File: src/shared/swss_pkg.sv
// Constants, timing figures and state types of the single-wire slave.
package swss_pkg;

   // -------------------------------------------------------------------
   // Clock and timing
   // -------------------------------------------------------------------
   localparam int CLK_NS = 40;
   localparam int TW     = 14;

   // Rounds a least time up to whole cycles, never below one.
   function automatic int cyc_up(input int ns);
      int c;
      c = (ns + CLK_NS - 1) / CLK_NS;
      return (c < 1) ? 1 : c;
   endfunction

   // Low time that always clears the fast speed flag.
   localparam int RST_LONG_NS = 480000;
   // Low time after which a low level is taken as a reset.
   localparam int RST_STD_NS  = 120000;
   localparam int RST_OVD_NS  = 16000;
   // Presence wait and presence low times.
   localparam int PW_STD_NS   = 15000;
   localparam int PW_OVD_NS   = 2000;
   localparam int PL_STD_NS   = 60000;
   localparam int PL_OVD_NS   = 8000;
   // Write sample point, which is also the end of a read-zero pulldown.
   localparam int DATA_STD_NS = 30000;
   localparam int DATA_OVD_NS = 3000;
   // Slot recovery time.
   localparam int REC_STD_NS  = 5000;
   localparam int REC_OVD_NS  = 2000;

   // -------------------------------------------------------------------
   // Commands and counts
   // -------------------------------------------------------------------
   localparam logic [7:0] CMD_SKIP   = 8'hcc;
   localparam logic [7:0] CMD_RESUME = 8'ha5;
   localparam logic [7:0] CMD_OSKIP  = 8'h3c;
   localparam logic [7:0] CMD_MATCH  = 8'h55;
   localparam logic [7:0] CMD_OMATCH = 8'h69;
   localparam logic [7:0] CMD_SEARCH = 8'hf0;

   localparam int         BYTE_BITS  = 8;
   localparam int         ID_BITS    = 64;
   localparam int         FIFO_DEPTH = 16;
   localparam logic [5:0] ID_LAST    = 6'h3f;
   localparam logic [5:0] BYTE_LAST  = 6'h07;
   localparam logic [1:0] TRI_WR     = 2'h2;

   // -------------------------------------------------------------------
   // State types
   // -------------------------------------------------------------------
   typedef enum logic [2:0] {
      L_IDLE  = 3'h0,
      L_LOW   = 3'h1,
      L_REC   = 3'h3,
      L_PWAIT = 3'h5,
      L_PLOW  = 3'h7
   } swss_link_t;

   typedef enum logic [2:0] {
      P_CMD   = 3'h0,
      P_MATCH = 3'h1,
      P_SRCH  = 3'h3,
      P_MEM   = 3'h2,
      P_WAIT  = 3'h6
   } swss_phase_t;

endpackage

File: src/shared/swss_strm_if.sv
// Valid/ready byte stream between the slot logic and its FIFO.
`timescale 1ns/1ps
`default_nettype none
interface swss_strm_if #(parameter int W = 8);
   logic [W-1:0] data;
   logic         valid;
   logic         ready;
   modport src (output data, output valid, input ready);
   modport snk (input data, input valid, output ready);
endinterface
`default_nettype wire

File: src/verilog/swss_fifo.sv
// Byte FIFO between the received slot data and the memory function layer.
`timescale 1ns/1ps
`default_nettype none
module swss_fifo #(
   parameter int W = 8,
   parameter int D = 16
) (
   // Clock and reset
   input  wire logic         clk,
   input  wire logic         nrst,
   // Fill side
   swss_strm_if.snk          wr,
   // Drain side
   output logic [W-1:0]      rd_data,
   output logic              rd_valid,
   input  wire logic         rd_ready
);
   localparam int AW = $clog2(D);

   logic [W-1:0] mem [D];
   logic [AW:0]  wp_q;
   logic [AW:0]  wp_d;
   logic [AW:0]  rp_q;
   logic [AW:0]  rp_d;
   logic         full;
   logic         push;
   logic         pop;

   always_comb begin
      full     = (wp_q[AW] != rp_q[AW]) && (wp_q[AW-1:0] == rp_q[AW-1:0]);
      rd_valid = (wp_q != rp_q);
      wr.ready = !full;
      push     = wr.valid && !full;
      pop      = rd_valid && rd_ready;
      wp_d     = push ? wp_q + (AW+1)'(1) : wp_q;
      rp_d     = pop ? rp_q + (AW+1)'(1) : rp_q;
      rd_data  = mem[rp_q[AW-1:0]];
   end

   always_ff @(posedge clk) begin
      if (!nrst) begin
         wp_q <= '0;
         rp_q <= '0;
      end else begin
         wp_q <= wp_d;
         rp_q <= rp_d;
      end
      if (push) begin
         mem[wp_q[AW-1:0]] <= wr.data;
      end
   end

   a_fifo_full: assert property (@(posedge clk) disable iff (!nrst)
      full |=> wp_q == $past(wp_q))
      else $error("FIFO accepted a word while full");
endmodule
`default_nettype wire

File: src/verilog/swss_sync.sv
// Two-stage synchroniser for the bus line level.
`timescale 1ns/1ps
`default_nettype none
module swss_sync (
   // Clock and reset
   input  wire logic clk,
   input  wire logic nrst,
   // Level
   input  wire logic d,
   output logic      q
);
   logic s1_q;
   logic s1_d;
   logic q_d;

   always_comb begin
      s1_d = d;
      q_d  = s1_q;
   end

   // Both stages reset to the idle-high level of the line.
   always_ff @(posedge clk) begin
      if (!nrst) begin
         s1_q <= 1'b1;
         q    <= 1'b1;
      end else begin
         s1_q <= s1_d;
         q    <= q_d;
      end
   end
endmodule
`default_nettype wire

File: src/verilog/swss_top.sv
// Single-wire slave: selection commands, speed, reset/presence and slots.
//
// How it works
// - Command CCh after presence hands over to the memory layer without identity.
// - Command A5h hands over only if the resume-select flag is set.
// - Only identity match, search or overdrive match set resume-select.
// - A selection addressing another device clears the resume-select flag.
// - Command 3Ch sets the fast speed flag and hands over directly.
// - A reset low of 480us or more clears the fast speed flag.
// - At fast speed a short reset keeps the fast speed flag set.
// - Command 69h takes 64 identity bits fast; full match sets fast speed.
// - A failed overdrive match leaves an already set fast speed flag set.
// - Standard timing by default; fast timing for all waveforms when flagged.
// - The master makes every falling edge except presence.
// - After reset release wait the presence wait, then drive presence low.
// - Slots are accepted once presence and recovery are over.
// - Each slot carries one bit, write from master, read to master.
// - Each slot fall starts a timer setting sample point and hold time.
// - After a slot the device ignores new slots until recovery ends.
// - A read zero is pulled low until the timer ends; one not driven.
// - Command 55h with matching 64 identity bits selects; others wait reset.
// - Search sends true bit, complement, then takes master bit, LSB first.
`timescale 1ns/1ps
`default_nettype none
module swss_top import swss_pkg::*; #(
   parameter int          RST_LONG_CYC = cyc_up(RST_LONG_NS),
   // Identity value is arbitrary.
   parameter logic [63:0] DEV_ID       = 64'h5a5a_0f0f_3c3c_1e1e
) (
   // Clock and reset
   input  wire logic       clk,
   input  wire logic       nrst,
   // Bus line, open drain
   input  wire logic       line_i,
   output logic            line_o,
   output logic            line_oe,
   // Selection state
   output logic            fast_speed_flag,
   output logic            resume_select_flag,
   output logic            sel_strobe,
   output logic            bus_reset,
   // Received bytes to the memory layer
   output logic [7:0]      rx_data,
   output logic            rx_valid,
   input  wire logic       rx_ready,
   // Bytes to send in read slots
   input  wire logic [7:0] tx_data,
   input  wire logic       tx_valid,
   output logic            tx_ready
);

   // -------------------------------------------------------------------
   // Line input and speed dependent counts
   // -------------------------------------------------------------------
   logic          line_s;
   logic          fast;
   logic [TW-1:0] c_rst;
   logic [TW-1:0] c_data;
   logic [TW-1:0] c_rec;
   logic [TW-1:0] c_pw;
   logic [TW-1:0] c_pl;

   function automatic logic [TW-1:0] pick(input logic f, input int s_ns,
                                          input int o_ns);
      return TW'(cyc_up(f ? o_ns : s_ns));
   endfunction

   swss_sync u_sync (
      .clk  (clk),
      .nrst (nrst),
      .d    (line_i),
      .q    (line_s)
   );

   logic od_q;
   logic ovm_q;

   always_comb begin
      fast   = od_q | ovm_q;
      c_rst  = pick(fast, RST_STD_NS, RST_OVD_NS);
      c_data = pick(fast, DATA_STD_NS, DATA_OVD_NS);
      c_rec  = pick(fast, REC_STD_NS, REC_OVD_NS);
      c_pw   = pick(fast, PW_STD_NS, PW_OVD_NS);
      c_pl   = pick(fast, PL_STD_NS, PL_OVD_NS);
   end

   // -------------------------------------------------------------------
   // Link timing: slots, reset detection and presence
   // -------------------------------------------------------------------
   swss_link_t    ls_q;
   swss_link_t    ls_d;
   logic [TW-1:0] tm_q;
   logic [TW-1:0] tm_d;
   logic          drv_q;
   logic          drv_d;
   logic          slot_end;
   logic          bit_v;
   logic          rst_ev;
   logic          rst_long;
   logic          send_en;
   logic          send_bit;

   always_comb begin
      ls_d     = ls_q;
      tm_d     = (&tm_q) ? tm_q : tm_q + TW'(1);
      drv_d    = drv_q;
      slot_end = 1'b0;
      bit_v    = 1'b0;
      rst_ev   = 1'b0;
      rst_long = 1'b0;
      case (ls_q)
         L_IDLE: begin
            // A level test, so a slot opened late in recovery is not lost.
            if (!line_s) begin
               ls_d  = L_LOW;
               tm_d  = '0;
               drv_d = send_en && !send_bit;
            end
         end
         L_LOW: begin
            if (drv_q && tm_q >= c_data) begin
               drv_d = 1'b0;
            end
            if (line_s && !drv_q) begin
               tm_d = '0;
               if (tm_q >= c_rst) begin
                  rst_ev   = 1'b1;
                  rst_long = (tm_q >= TW'(RST_LONG_CYC));
                  ls_d     = L_PWAIT;
               end else begin
                  // A rise before the sample point is a one.
                  slot_end = 1'b1;
                  bit_v    = (tm_q < c_data);
                  ls_d     = L_REC;
               end
            end
         end
         L_REC: begin
            if (tm_q >= c_rec) begin
               ls_d = L_IDLE;
            end
         end
         L_PWAIT: begin
            if (tm_q >= c_pw) begin
               ls_d  = L_PLOW;
               tm_d  = '0;
               drv_d = 1'b1;
            end
         end
         L_PLOW: begin
            if (tm_q >= c_pl) begin
               ls_d  = L_REC;
               tm_d  = '0;
               drv_d = 1'b0;
            end
         end
         default: begin
            ls_d  = L_IDLE;
            drv_d = 1'b0;
         end
      endcase
   end

   always_ff @(posedge clk) begin
      if (!nrst) begin
         ls_q  <= L_IDLE;
         tm_q  <= '0;
         drv_q <= 1'b0;
      end else begin
         ls_q  <= ls_d;
         tm_q  <= tm_d;
         drv_q <= drv_d;
      end
   end

   assign line_o  = 1'b0;
   assign line_oe = drv_q;

   // -------------------------------------------------------------------
   // Selection commands and memory layer data
   // -------------------------------------------------------------------
   swss_phase_t ph_q;
   swss_phase_t ph_d;
   logic        od_d;
   logic        rc_q;
   logic        rc_d;
   logic        ovm_d;
   logic        ok_q;
   logic        ok_d;
   logic [5:0]  cnt_q;
   logic [5:0]  cnt_d;
   logic [1:0]  tri_q;
   logic [1:0]  tri_d;
   logic [7:0]  sh_q;
   logic [7:0]  sh_d;
   logic [7:0]  rxb_q;
   logic [7:0]  rxb_d;
   logic        rxv_q;
   logic        rxv_d;
   logic [7:0]  txb_q;
   logic [7:0]  txb_d;
   logic        txv_q;
   logic        txv_d;
   logic        sel_q;
   logic        sel_d;
   logic        brst_q;
   logic        brst_d;
   logic [7:0]  cmd;
   logic        id_bit;
   logic        id_hit;

   swss_strm_if #(.W(BYTE_BITS)) rx_if ();

   swss_fifo #(.W(BYTE_BITS), .D(FIFO_DEPTH)) u_fifo (
      .clk      (clk),
      .nrst     (nrst),
      .wr       (rx_if),
      .rd_data  (rx_data),
      .rd_valid (rx_valid),
      .rd_ready (rx_ready)
   );

   assign rx_if.data  = rxb_q;
   assign rx_if.valid = rxv_q;

   always_comb begin
      cmd      = {bit_v, sh_q[7:1]};
      id_bit   = DEV_ID[cnt_q];
      id_hit   = (bit_v == id_bit);
      send_en  = 1'b0;
      send_bit = 1'b1;
      case (ph_q)
         P_SRCH: begin
            send_en  = (tri_q != TRI_WR);
            send_bit = (tri_q == 2'h0) ? id_bit : !id_bit;
         end
         P_MEM: begin
            send_en  = txv_q;
            send_bit = txb_q[0];
         end
         default: begin
            send_en  = 1'b0;
         end
      endcase
      tx_ready = (ph_q == P_MEM) && !txv_q && (ls_q == L_IDLE);
   end

   always_comb begin
      ph_d   = ph_q;
      od_d   = od_q;
      rc_d   = rc_q;
      ovm_d  = ovm_q;
      ok_d   = ok_q;
      cnt_d  = cnt_q;
      tri_d  = tri_q;
      sh_d   = sh_q;
      rxb_d  = rxb_q;
      rxv_d  = rxv_q && !rx_if.ready;
      txb_d  = txb_q;
      txv_d  = txv_q;
      sel_d  = 1'b0;
      brst_d = 1'b0;
      if (tx_ready && tx_valid) begin
         txb_d = tx_data;
         txv_d = 1'b1;
      end
      if (rst_ev) begin
         ph_d   = P_CMD;
         cnt_d  = '0;
         tri_d  = '0;
         ovm_d  = 1'b0;
         txv_d  = 1'b0;
         rxv_d  = 1'b0;
         brst_d = 1'b1;
         if (rst_long) begin
            od_d = 1'b0;
         end
      end else if (slot_end) begin
         case (ph_q)
            P_CMD: begin
               sh_d  = cmd;
               cnt_d = cnt_q + 6'h01;
               if (cnt_q == BYTE_LAST) begin
                  cnt_d = '0;
                  ok_d  = 1'b1;
                  tri_d = '0;
                  case (cmd)
                     CMD_SKIP: begin
                        ph_d  = P_MEM;
                        sel_d = 1'b1;
                     end
                     CMD_RESUME: begin
                        ph_d  = rc_q ? P_MEM : P_WAIT;
                        sel_d = rc_q;
                     end
                     CMD_OSKIP: begin
                        od_d  = 1'b1;
                        ph_d  = P_MEM;
                        sel_d = 1'b1;
                     end
                     CMD_MATCH: begin
                        ph_d = P_MATCH;
                     end
                     CMD_OMATCH: begin
                        ph_d  = P_MATCH;
                        ovm_d = 1'b1;
                     end
                     CMD_SEARCH: begin
                        ph_d = P_SRCH;
                     end
                     default: begin
                        ph_d = P_WAIT;
                     end
                  endcase
               end
            end
            P_MATCH: begin
               ok_d  = ok_q && id_hit;
               cnt_d = cnt_q + 6'h01;
               if (cnt_q == ID_LAST) begin
                  ovm_d = 1'b0;
                  if (ok_q && id_hit) begin
                     rc_d  = 1'b1;
                     od_d  = od_q | ovm_q;
                     ph_d  = P_MEM;
                     sel_d = 1'b1;
                  end else begin
                     rc_d = 1'b0;
                     ph_d = P_WAIT;
                  end
               end
            end
            P_SRCH: begin
               tri_d = tri_q + 2'h1;
               if (tri_q == TRI_WR) begin
                  tri_d = '0;
                  cnt_d = cnt_q + 6'h01;
                  if (!id_hit) begin
                     rc_d = 1'b0;
                     ph_d = P_WAIT;
                  end else if (cnt_q == ID_LAST) begin
                     rc_d  = 1'b1;
                     ph_d  = P_MEM;
                     sel_d = 1'b1;
                  end
               end
            end
            P_MEM: begin
               if (txv_q) begin
                  txb_d = {1'b1, txb_q[7:1]};
                  cnt_d = cnt_q + 6'h01;
                  if (cnt_q == BYTE_LAST) begin
                     txv_d = 1'b0;
                     cnt_d = '0;
                  end
               end else if (!rxv_q) begin
                  // While a byte waits for FIFO room, write bits are dropped.
                  sh_d  = cmd;
                  cnt_d = cnt_q + 6'h01;
                  if (cnt_q == BYTE_LAST) begin
                     rxb_d = cmd;
                     rxv_d = 1'b1;
                     cnt_d = '0;
                  end
               end
            end
            default: begin
               ph_d = P_WAIT;
            end
         endcase
      end
   end

   always_ff @(posedge clk) begin
      if (!nrst) begin
         ph_q   <= P_CMD;
         od_q   <= 1'b0;
         rc_q   <= 1'b0;
         ovm_q  <= 1'b0;
         ok_q   <= 1'b0;
         cnt_q  <= '0;
         tri_q  <= '0;
         sh_q   <= '0;
         rxb_q  <= '0;
         rxv_q  <= 1'b0;
         txb_q  <= '0;
         txv_q  <= 1'b0;
         sel_q  <= 1'b0;
         brst_q <= 1'b0;
      end else begin
         ph_q   <= ph_d;
         od_q   <= od_d;
         rc_q   <= rc_d;
         ovm_q  <= ovm_d;
         ok_q   <= ok_d;
         cnt_q  <= cnt_d;
         tri_q  <= tri_d;
         sh_q   <= sh_d;
         rxb_q  <= rxb_d;
         rxv_q  <= rxv_d;
         txb_q  <= txb_d;
         txv_q  <= txv_d;
         sel_q  <= sel_d;
         brst_q <= brst_d;
      end
   end

   assign fast_speed_flag    = od_q;
   assign resume_select_flag = rc_q;
   assign sel_strobe         = sel_q;
   assign bus_reset          = brst_q;

   // -------------------------------------------------------------------
   // Checks
   // -------------------------------------------------------------------
   a_skip_handoff: assert property (@(posedge clk) disable iff (!nrst)
      slot_end && ph_q == P_CMD && cnt_q == BYTE_LAST && cmd == CMD_SKIP
      |=> sel_q && ph_q == P_MEM ##1 !sel_q)
      else $error("Skip did not hand over for one cycle");
   a_resume_gate: assert property (@(posedge clk) disable iff (!nrst)
      slot_end && ph_q == P_CMD && cnt_q == BYTE_LAST
      && cmd == CMD_RESUME |=> sel_q == $past(rc_q))
      else $error("Resume handover does not follow the flag");
   a_rc_set_src: assert property (@(posedge clk) disable iff (!nrst)
      $rose(rc_q) |-> $past(ph_q) == P_MATCH || $past(ph_q) == P_SRCH)
      else $error("Resume flag set outside match or search");
   a_rc_clear: assert property (@(posedge clk) disable iff (!nrst)
      slot_end && ph_q == P_MATCH && cnt_q == ID_LAST && !id_hit
      |=> !rc_q && ph_q == P_WAIT)
      else $error("Failed match left resume flag set");
   a_oskip_fast: assert property (@(posedge clk) disable iff (!nrst)
      slot_end && ph_q == P_CMD && cnt_q == BYTE_LAST && cmd == CMD_OSKIP
      |=> od_q && sel_q)
      else $error("Overdrive skip did not set fast speed");
   a_long_rst: assert property (@(posedge clk) disable iff (!nrst)
      ls_q == L_LOW && line_s && !drv_q && tm_q >= TW'(RST_LONG_CYC)
      |=> !od_q && ls_q == L_PWAIT)
      else $error("Long reset did not clear fast speed");
   a_short_rst: assert property (@(posedge clk) disable iff (!nrst)
      rst_ev && !rst_long && od_q |=> od_q ##1 od_q)
      else $error("Short reset dropped fast speed");
   a_omatch_keep: assert property (@(posedge clk) disable iff (!nrst)
      slot_end && ph_q == P_MATCH && od_q |=> od_q)
      else $error("Overdrive match dropped fast speed");
   a_presence_len: assert property (@(posedge clk) disable iff (!nrst)
      $fell(drv_q) && $past(ls_q) == L_PLOW |-> $past(tm_q) >= $past(c_pl))
      else $error("Presence pulse too short");
   a_read_release: assert property (@(posedge clk) disable iff (!nrst)
      ls_q == L_LOW && drv_q && tm_q >= c_data |=> !drv_q)
      else $error("Read zero held past its timer");
   a_rec_ignore: assert property (@(posedge clk) disable iff (!nrst)
      ls_q == L_REC && tm_q < c_rec |=> ls_q != L_LOW)
      else $error("Slot accepted during recovery");
endmodule
`default_nettype wire
File: config.mk
export PLATFORM = sky130hd
export DESIGN_NAME = swss_top
export DESIGN_NICKNAME = d
export VERILOG_FILES = /design/src/shared/swss_pkg.sv /design/src/shared/swss_strm_if.sv /design/src/verilog/swss_fifo.sv /design/src/verilog/swss_sync.sv /design/src/verilog/swss_top.sv
export SDC_FILE = /design/constraint.sdc
export NUM_CORES = 1
export LEC_CHECK = 0
export BUFFER_PORTS_ARGS = -buffer_cell sky130_fd_sc_hd__buf_2
export CAP_MARGIN = 30
export CORE_MARGIN = 2
export CORE_UTILIZATION = 34
export DETAILED_ROUTE_END_ITERATION = 6
export RECOVER_POWER = 50
export SLEW_MARGIN = 10
export SYNTH_ARGS = -nofsm -noshare
export SYNTH_HDL_FRONTEND = slang
export SYNTH_SLANG_ARGS = --single-unit
File: constraint.sdc
create_clock -name clk -period 4.24 [get_ports clk]
set_clock_uncertainty 0.2 [all_clocks]
set_input_delay 0.424 -clock clk [delete_from_list [all_inputs] [get_ports clk]]
set_output_delay 0.424 -clock clk [all_outputs]
set_load 0.02 [all_outputs]
==> results.cfg, run 1 <==
[outcome]
outcome = finished, final reports clean

[worst_setup_path]
r2r-end = rx_if.data[4]
max_stage_delay_ps = 590
worst_path_max_delay_cell = or3_1
rr_worst_depth = 9
r2r-start = fast_speed_flag
cpMostUsedCell = nor2_1
arrival_ps = 3880
cp_max_fo = 13
worstSetupStartpointType = flip-flop
path_buf_inv = 0
endpoint = rx_if.data[4]
cp.required_ps = 4420
rrSetupSlack_ps = 540
path_depth = 9
critical-path-top-delay-family = simple AND/OR/NAND/NOR gates
path_class = flip-flop to flip-flop
crit_path_start = fast_speed_flag
cp-end-kind = flip-flop
path_cells = or2_2, ha_1, a2111oi_2, nand4b_2, nor2_1, nand4_1, or3_1, mux2i_1, nor2_1

[power]
power.density_nw_per_um2 = 378
p_leak_nw = 3.58
ir_drop_v = 0.000224

[synthesis]
syn-cell-area_sq_um = 9210
synth_seq_cells = 205
synth_edf_count = 128
yosys.cell_types.count = 64
yosysSeqAreaShare_pct = 58.5
synthArstFlopShare_pct = 0
synth-main-ff-cell = edfxtp_1
avgSynthCellArea_sq_um = 12.9
synth.net_count = 749
synth_cells = 715
ys_warn_count = 0

[timing]
slew_violations = 0
whs_ps = 23.1
rsz0062_at_grt = no
setup-violations-final = 0
slew-limit-headroom_pct = 39.9
min_period_over_period_pct = 87.3
timing.setup.tns_ps = 0
tightest_slew_ps = 894
finalHoldViolCount = 0
fin_crit_ps = 3700
fmaxAchievable_mhz = 270

[place]
placed_area_sq_um = 9710
dp_hpwl_um = 12900
port_buffers = 27
globalplace.congestion = 0.872

[finish]
fin_nets = 776
final_area_sq_um = 10400
diodes = 0
area_growth_syn_to_layout_pct = 12.4
nFillCells = 2535
drive_above_1_share_pct = 15.0

[clock_network]
cts_buffer_depth = 3
cts.sinks = 205
clock_latency_ps = 510
numCtsBuffers = 22
cts_root_buf = clkbuf_16
clk_pin_slew_ps = 60
cts_tree = done
cts_resized = 0
h-tree-depth = 1

[global_route]
gr-total-overflow = 0
antenna_found_initial = 0
track_usage_pct = 13.3
grt_pass1_vias = 5736
grt_pass1_wl_um = 30600
grt_max_degree = 33

[drt]
drcViolationCount = 0
routedWlPerCell_um = 17.1
ant_nets = 0
viasPerCell = 5.18
detail_route.iter0.violations = 430
drt-pass1-iter-count = 5
vias = 5691
wl_um = 18800

[flow_run]
maxCapViolations = 0

[worst_hold_path]
hp-class = input port to flip-flop

[floorplanning]
rows = 60
ioPinCount = 29
die_y_um = 169
dieArea_sq_um = 28400
die_w_um = 169
start_util_pct = 34.4
coreArea_sq_um = 26800
how the worst min path moves through the flow:
stage                       endpoint  cells after the start  slack (ps)       start
final                     u_sync.q_d                      2          20        nrst
after global routing        u_sync.q                      2          30        nrst
after CTS                   u_sync.q                      2           6        nrst
after detailed placement    u_sync.q                      1         190  u_sync.q_d
after global placement      u_sync.q                      1         190  u_sync.q_d
after floorplan             u_sync.q                      1         190  u_sync.q_d
routing by layer:
metal / part of all wire, % / GRT usage [%]
met2: 49 / 23.6
met1: 45 / 17.0
met4: 1.9 / 3.15
met3: 3.7 / 2.31
met5: 0 / 0
flip-flops by register name, summed over array words and instances (netlist names), 2 cells and up, named ones only:
name and count:
cnt_q 6, tri_q 2, txb_q 8, ls_q 3, rx_if.data 8, sh_q 7
tm_q 14, u_fifo.wp_q 5, u_fifo.rp_q 5, u_fifo.mem 128, ph_q 3
cells in the final DEF (no fill, tap or decap), types with 12 or more instances in the layout:
master,Yosys,final
edfxtp_1,128,128
mux2i_1,33,33
nand2_1,31,31
dfxtp_1,77,76
nor2_1,94,94
inv_1,12,12
a21oi_1,19,19
clkbuf_16,0,22
buf_2,2,21
o21ai_0,15,15
and3_1,13,13
nand3_1,20,20
nor3_1,20,20
clkbuf_1,26,12
xor2_1,19,19
ha_1,21,21
mux4_2,40,40
synthesized netlist by cell type, types with 3 or more instances:
cell,number,area (sq um)
a211oi_1,11,82.6
a21o_1,3,22.5
a21oi_1,19,95.1
a31oi_1,4,25.0
a32oi_1,3,26.3
and2_1,5,31.3
and3_1,13,81.3
buf_1,6,22.5
clkbuf_1,26,97.6
dfxtp_1,77,1540
edfxtp_1,128,3840
ha_1,21,263
inv_1,12,45.0
mux2i_1,33,330
mux4_2,40,901
nand2_1,31,116
nand2b_1,11,68.8
nand3_1,20,100
nand3b_1,3,22.5
nand4_1,11,68.8
nor2_1,94,353
nor2b_1,7,43.8
nor3_1,20,100
nor4_1,11,68.8
nor4bb_1,3,30.0
o211ai_1,4,30.0
o21a_1,3,22.5
o21ai_0,15,75.1
o31a_1,4,35.0
o31ai_1,6,45.0
or2_2,3,18.8
or3_1,3,18.8
xnor2_1,8,70.1
xor2_1,19,166
where the power goes:
part	switching [mW]	total [mW]	internal, mW
clock	0.760	1.71	0.951
combinational	0.0559	0.0894	0.0335
sequential	0.0113	2.11	2.10
total	0.827	3.91	3.09
kinds of logic after synthesis:
family,Yosys count,share of synthesized area [%]
other cells,1,0.0407
fa+ha+maj,21,2.85
compound gates,88,6.55
simple gates,251,13.9
mux,74,13.5
buf+inv,48,2.11
xor+xnor,27,2.57
flops,205,58.5
stage by stage:
| stage | worst slack (ps) | power (mW) | std cells | util, % |
|---|---|---|---|---|
| 5_1_grt | 316 | 4.05 | 1099 | 38.6 |
| 6_report | 537 | 3.91 | 1099 | 38.6 |
| 4_1_cts | 546 | 3.96 | 1099 | 38.7 |
| 3_5_place_dp | 575 | 2.24 | 1057 | 36.2 |
| 2_1_floorplan | 803 | 2.22 | 715 | - |
| 3_3_place_gp | 692 | 2.24 | 1057 | 36.2 |
layout make-up:
| class | count | area, sq um | area share, % |
|---|---|---|---|
| flip-flops and latches | 205 | 5390 | 52.0 |
| multi-input cells | 462 | 3630 | 35.1 |
| clock buffers | 24 | 558 | 5.39 |
| well taps | 341 | 427 | 4.12 |
| repair buffers | 39 | 220 | 2.13 |
| clock inverters | 16 | 88.8 | 0.858 |
| inverters | 12 | 45.0 | 0.435 |
worst reg2reg max path, stage by stage, from the launching register on:
cell       delay [ps]
dfxtp_1           320
or2_2             400
ha_1              350
a2111oi_2         440
nand4b_2          350
nor2_1            440
nand4_1           170
or3_1             590
mux2i_1           260
nor2_1             60
timing repair:
action                                 4_1_cts  5_1_grt
setup endpoints to repair                    0        0
setup buffers                                0        0
hold buffers                                 2        0
endpoints found under the hold margin        2        0
Power figures use the tool's default switching activity.
==> run 2, diff against run 1 <==
Settings changed: PLACE_DENSITY from default to 0.49.
==> run 2 against run 1 <==
  * Critical path depth decreased by 1
  * Clock power increased by 25%
  * Count of clock-buffer cells in the layout increased by 1
  * Via count increased by 3.3%
  * Wire length increased by 12%
  * Flip-flop and latch count unchanged
  * Global-route usage increased by 1.7 points
  * Total power increased by 11%
  * Sequential share of layout area decreased by 0.94 points
  * Critical path type unchanged
  * Largest cell class unchanged
==> results.cfg, run 2 (same netlist as run 1, synthesis figures left out) <==
[power]
p_total_mw = 4.33
switching_share_pct = 20.4
p_int_mw = 3.45
p_sw_mw = 0.884
power_frac_seq_pct = 48.8
power.density_nw_per_um2 = 411
ir_drop_v = 0.000239
clkPwrFrac_pct = 49.1
p_leak_nw = 3.67
combPwrFrac_pct = 2.1

[drt]
wl_um = 21000
viasPerCell = 5.33
vias = 5878
ant_nets = 0
routedWlPerCell_um = 19.1
drt-pass1-iter-count = 5
drcViolationCount = 0
detail_route.iter0.violations = 395

[clock_network]
cts_root_buf = clkbuf_16
cts.sinks = 205
cts_tree = done
postCtsSetupRepairBufs = 0
h-tree-depth = 1
clock_latency_ps = 520
clk_pin_slew_ps = 60
cts_buffer_depth = 3
numCtsBuffers = 23

[place]
port_buffers = 27
placed_area_sq_um = 9720
dp_hpwl_um = 14500
globalplace.congestion = 0.871

[worst_setup_path]
critical-path-top-delay-family = simple AND/OR/NAND/NOR gates
cp-end-kind = flip-flop
cp_max_fo = 13
worstSetupStartpointType = flip-flop
path_class = flip-flop to flip-flop
path_buf_inv = 0
max_stage_delay_ps = 450
worst_path_max_delay_cell = nor3_2
arrival_ps = 3880
cp.required_ps = 4450
path_cells = or2_2, ha_1, a2111oi_2, nand4b_2, nor3_2, mux2_2, a311o_1, o31a_1

[global_route]
grt_pass1_vias = 6035
grt_max_degree = 39
gr-total-overflow = 0
antenna_found_initial = 0
track_usage_pct = 15.0
grt_pass1_wl_um = 33300

[finish]
final_area_sq_um = 10500
mostFrequentLayoutCell = edfxtp_1
nFillCells = 2512
layout_common_cells = 128 x edfxtp_1, 94 x nor2_1, 76 x dfxtp_1, 40 x mux4_2, 33 x mux2i_1
area_growth_syn_to_layout_pct = 14.5
fin_nets = 779
utilization_pct = 39.3
largest_register_ffs = 128
diodes = 0
drive_above_1_share_pct = 15.9

[timing]
setup-violations-final = 0
rsz0062_at_grt = no
timing.setup.tns_ps = 0
slew_violations = 0
tightest_slew_ps = 940
slew-limit-headroom_pct = 36.8
finalHoldViolCount = 0
min_period_over_period_pct = 86.5
fmaxAchievable_mhz = 273
fin_crit_ps = 3670
whs_ps = 18.4

[floorplanning]
coreArea_sq_um = 26800
rows = 60
die_y_um = 169
dieArea_sq_um = 28400
start_util_pct = 34.4
ioPinCount = 29
die_w_um = 169

[worst_hold_path]
hp-class = input port to flip-flop

[outcome]
outcome = finished, final reports clean

[flow_run]
maxCapViolations = 0
==> run 2: cell count changes in the layout (fill, tap and decap cells not counted), sizes merged <==
| cell | previous run | this run |
|---|---|---|
| buf | 27 | 28 |
| bufinv | 0 | 5 |
| clkbuf | 34 | 35 |
| clkinv | 13 | 5 |
| clkinvlp | 3 | 4 |
| dlygate4sd3 | 2 | 3 |
| inv | 12 | 14 |
==> run 2: metal layers <==
layer / GRT usage, % / up-vias / routed length (um)
li1: - / 2777 / -
met1: 20.4 / 2907 / 9520
met2: 25.2 / 161 / 10000
met3: 2.31 / 33 / 1080
met4: 3.79 / 0 / 397
met5: 0 / - / 0
==> run 2: path summary, 6_finish.rpt <==
check             cells after the start  slack (ps)  endpoint            start
hold reg to reg                       1         220  u_sync.q       u_sync.q_d
setup / recovery                      8         570   ph_q[2]  fast_speed_flag
setup reg to reg                      8         570   ph_q[2]  fast_speed_flag
hold / removal                        2          20  u_sync.q             nrst
==> run 2: final cells by class <==
| class | instances | area [sq um] | share of cell area (%) |
|---|---|---|---|
| clock buffer | 25 | 583 | 5.53 |
| clock inverter | 16 | 236 | 2.24 |
| inverter | 12 | 45.0 | 0.427 |
| multi-input combinational | 462 | 3630 | 34.4 |
| sequential | 205 | 5390 | 51.1 |
| tap | 341 | 427 | 4.05 |
| timing repair buffer | 41 | 238 | 2.25 |
==> run 2: stage by stage <==
stage | setup WS, ps | instances
after floorplan | 803 | 715
after global placement | 656 | 1058
after detailed placement | 573 | 1058
after CTS | 569 | 1102
after global routing | 302 | 1102
final | 574 | 1102
==> run 2: repair_timing <==
action / CTS / global route
gates resized for setup: 0 / 0
endpoints found under the hold margin: 2 / 0
hold buffers: 3 / 0
==> run 2: power by group through the flow <==
stage               Sequential, mW  Clock, mW  Combinational [mW]
floorplan                     2.15          0              0.0667
global placement              2.16          0              0.0871
detailed placement            2.16          0              0.0895
CTS                           2.11       2.18              0.0921
global route                  2.11       2.26               0.102
finish                        2.11       2.13              0.0906
==> run 2: worst reg2reg max path: stages (launching register included) <==
cell	delay, ps
dfxtp_1	320
or2_2	410
ha_1	350
a2111oi_2	440
nand4b_2	380
nor3_2	450
mux2_2	400
a311o_1	350
o31a_1	270
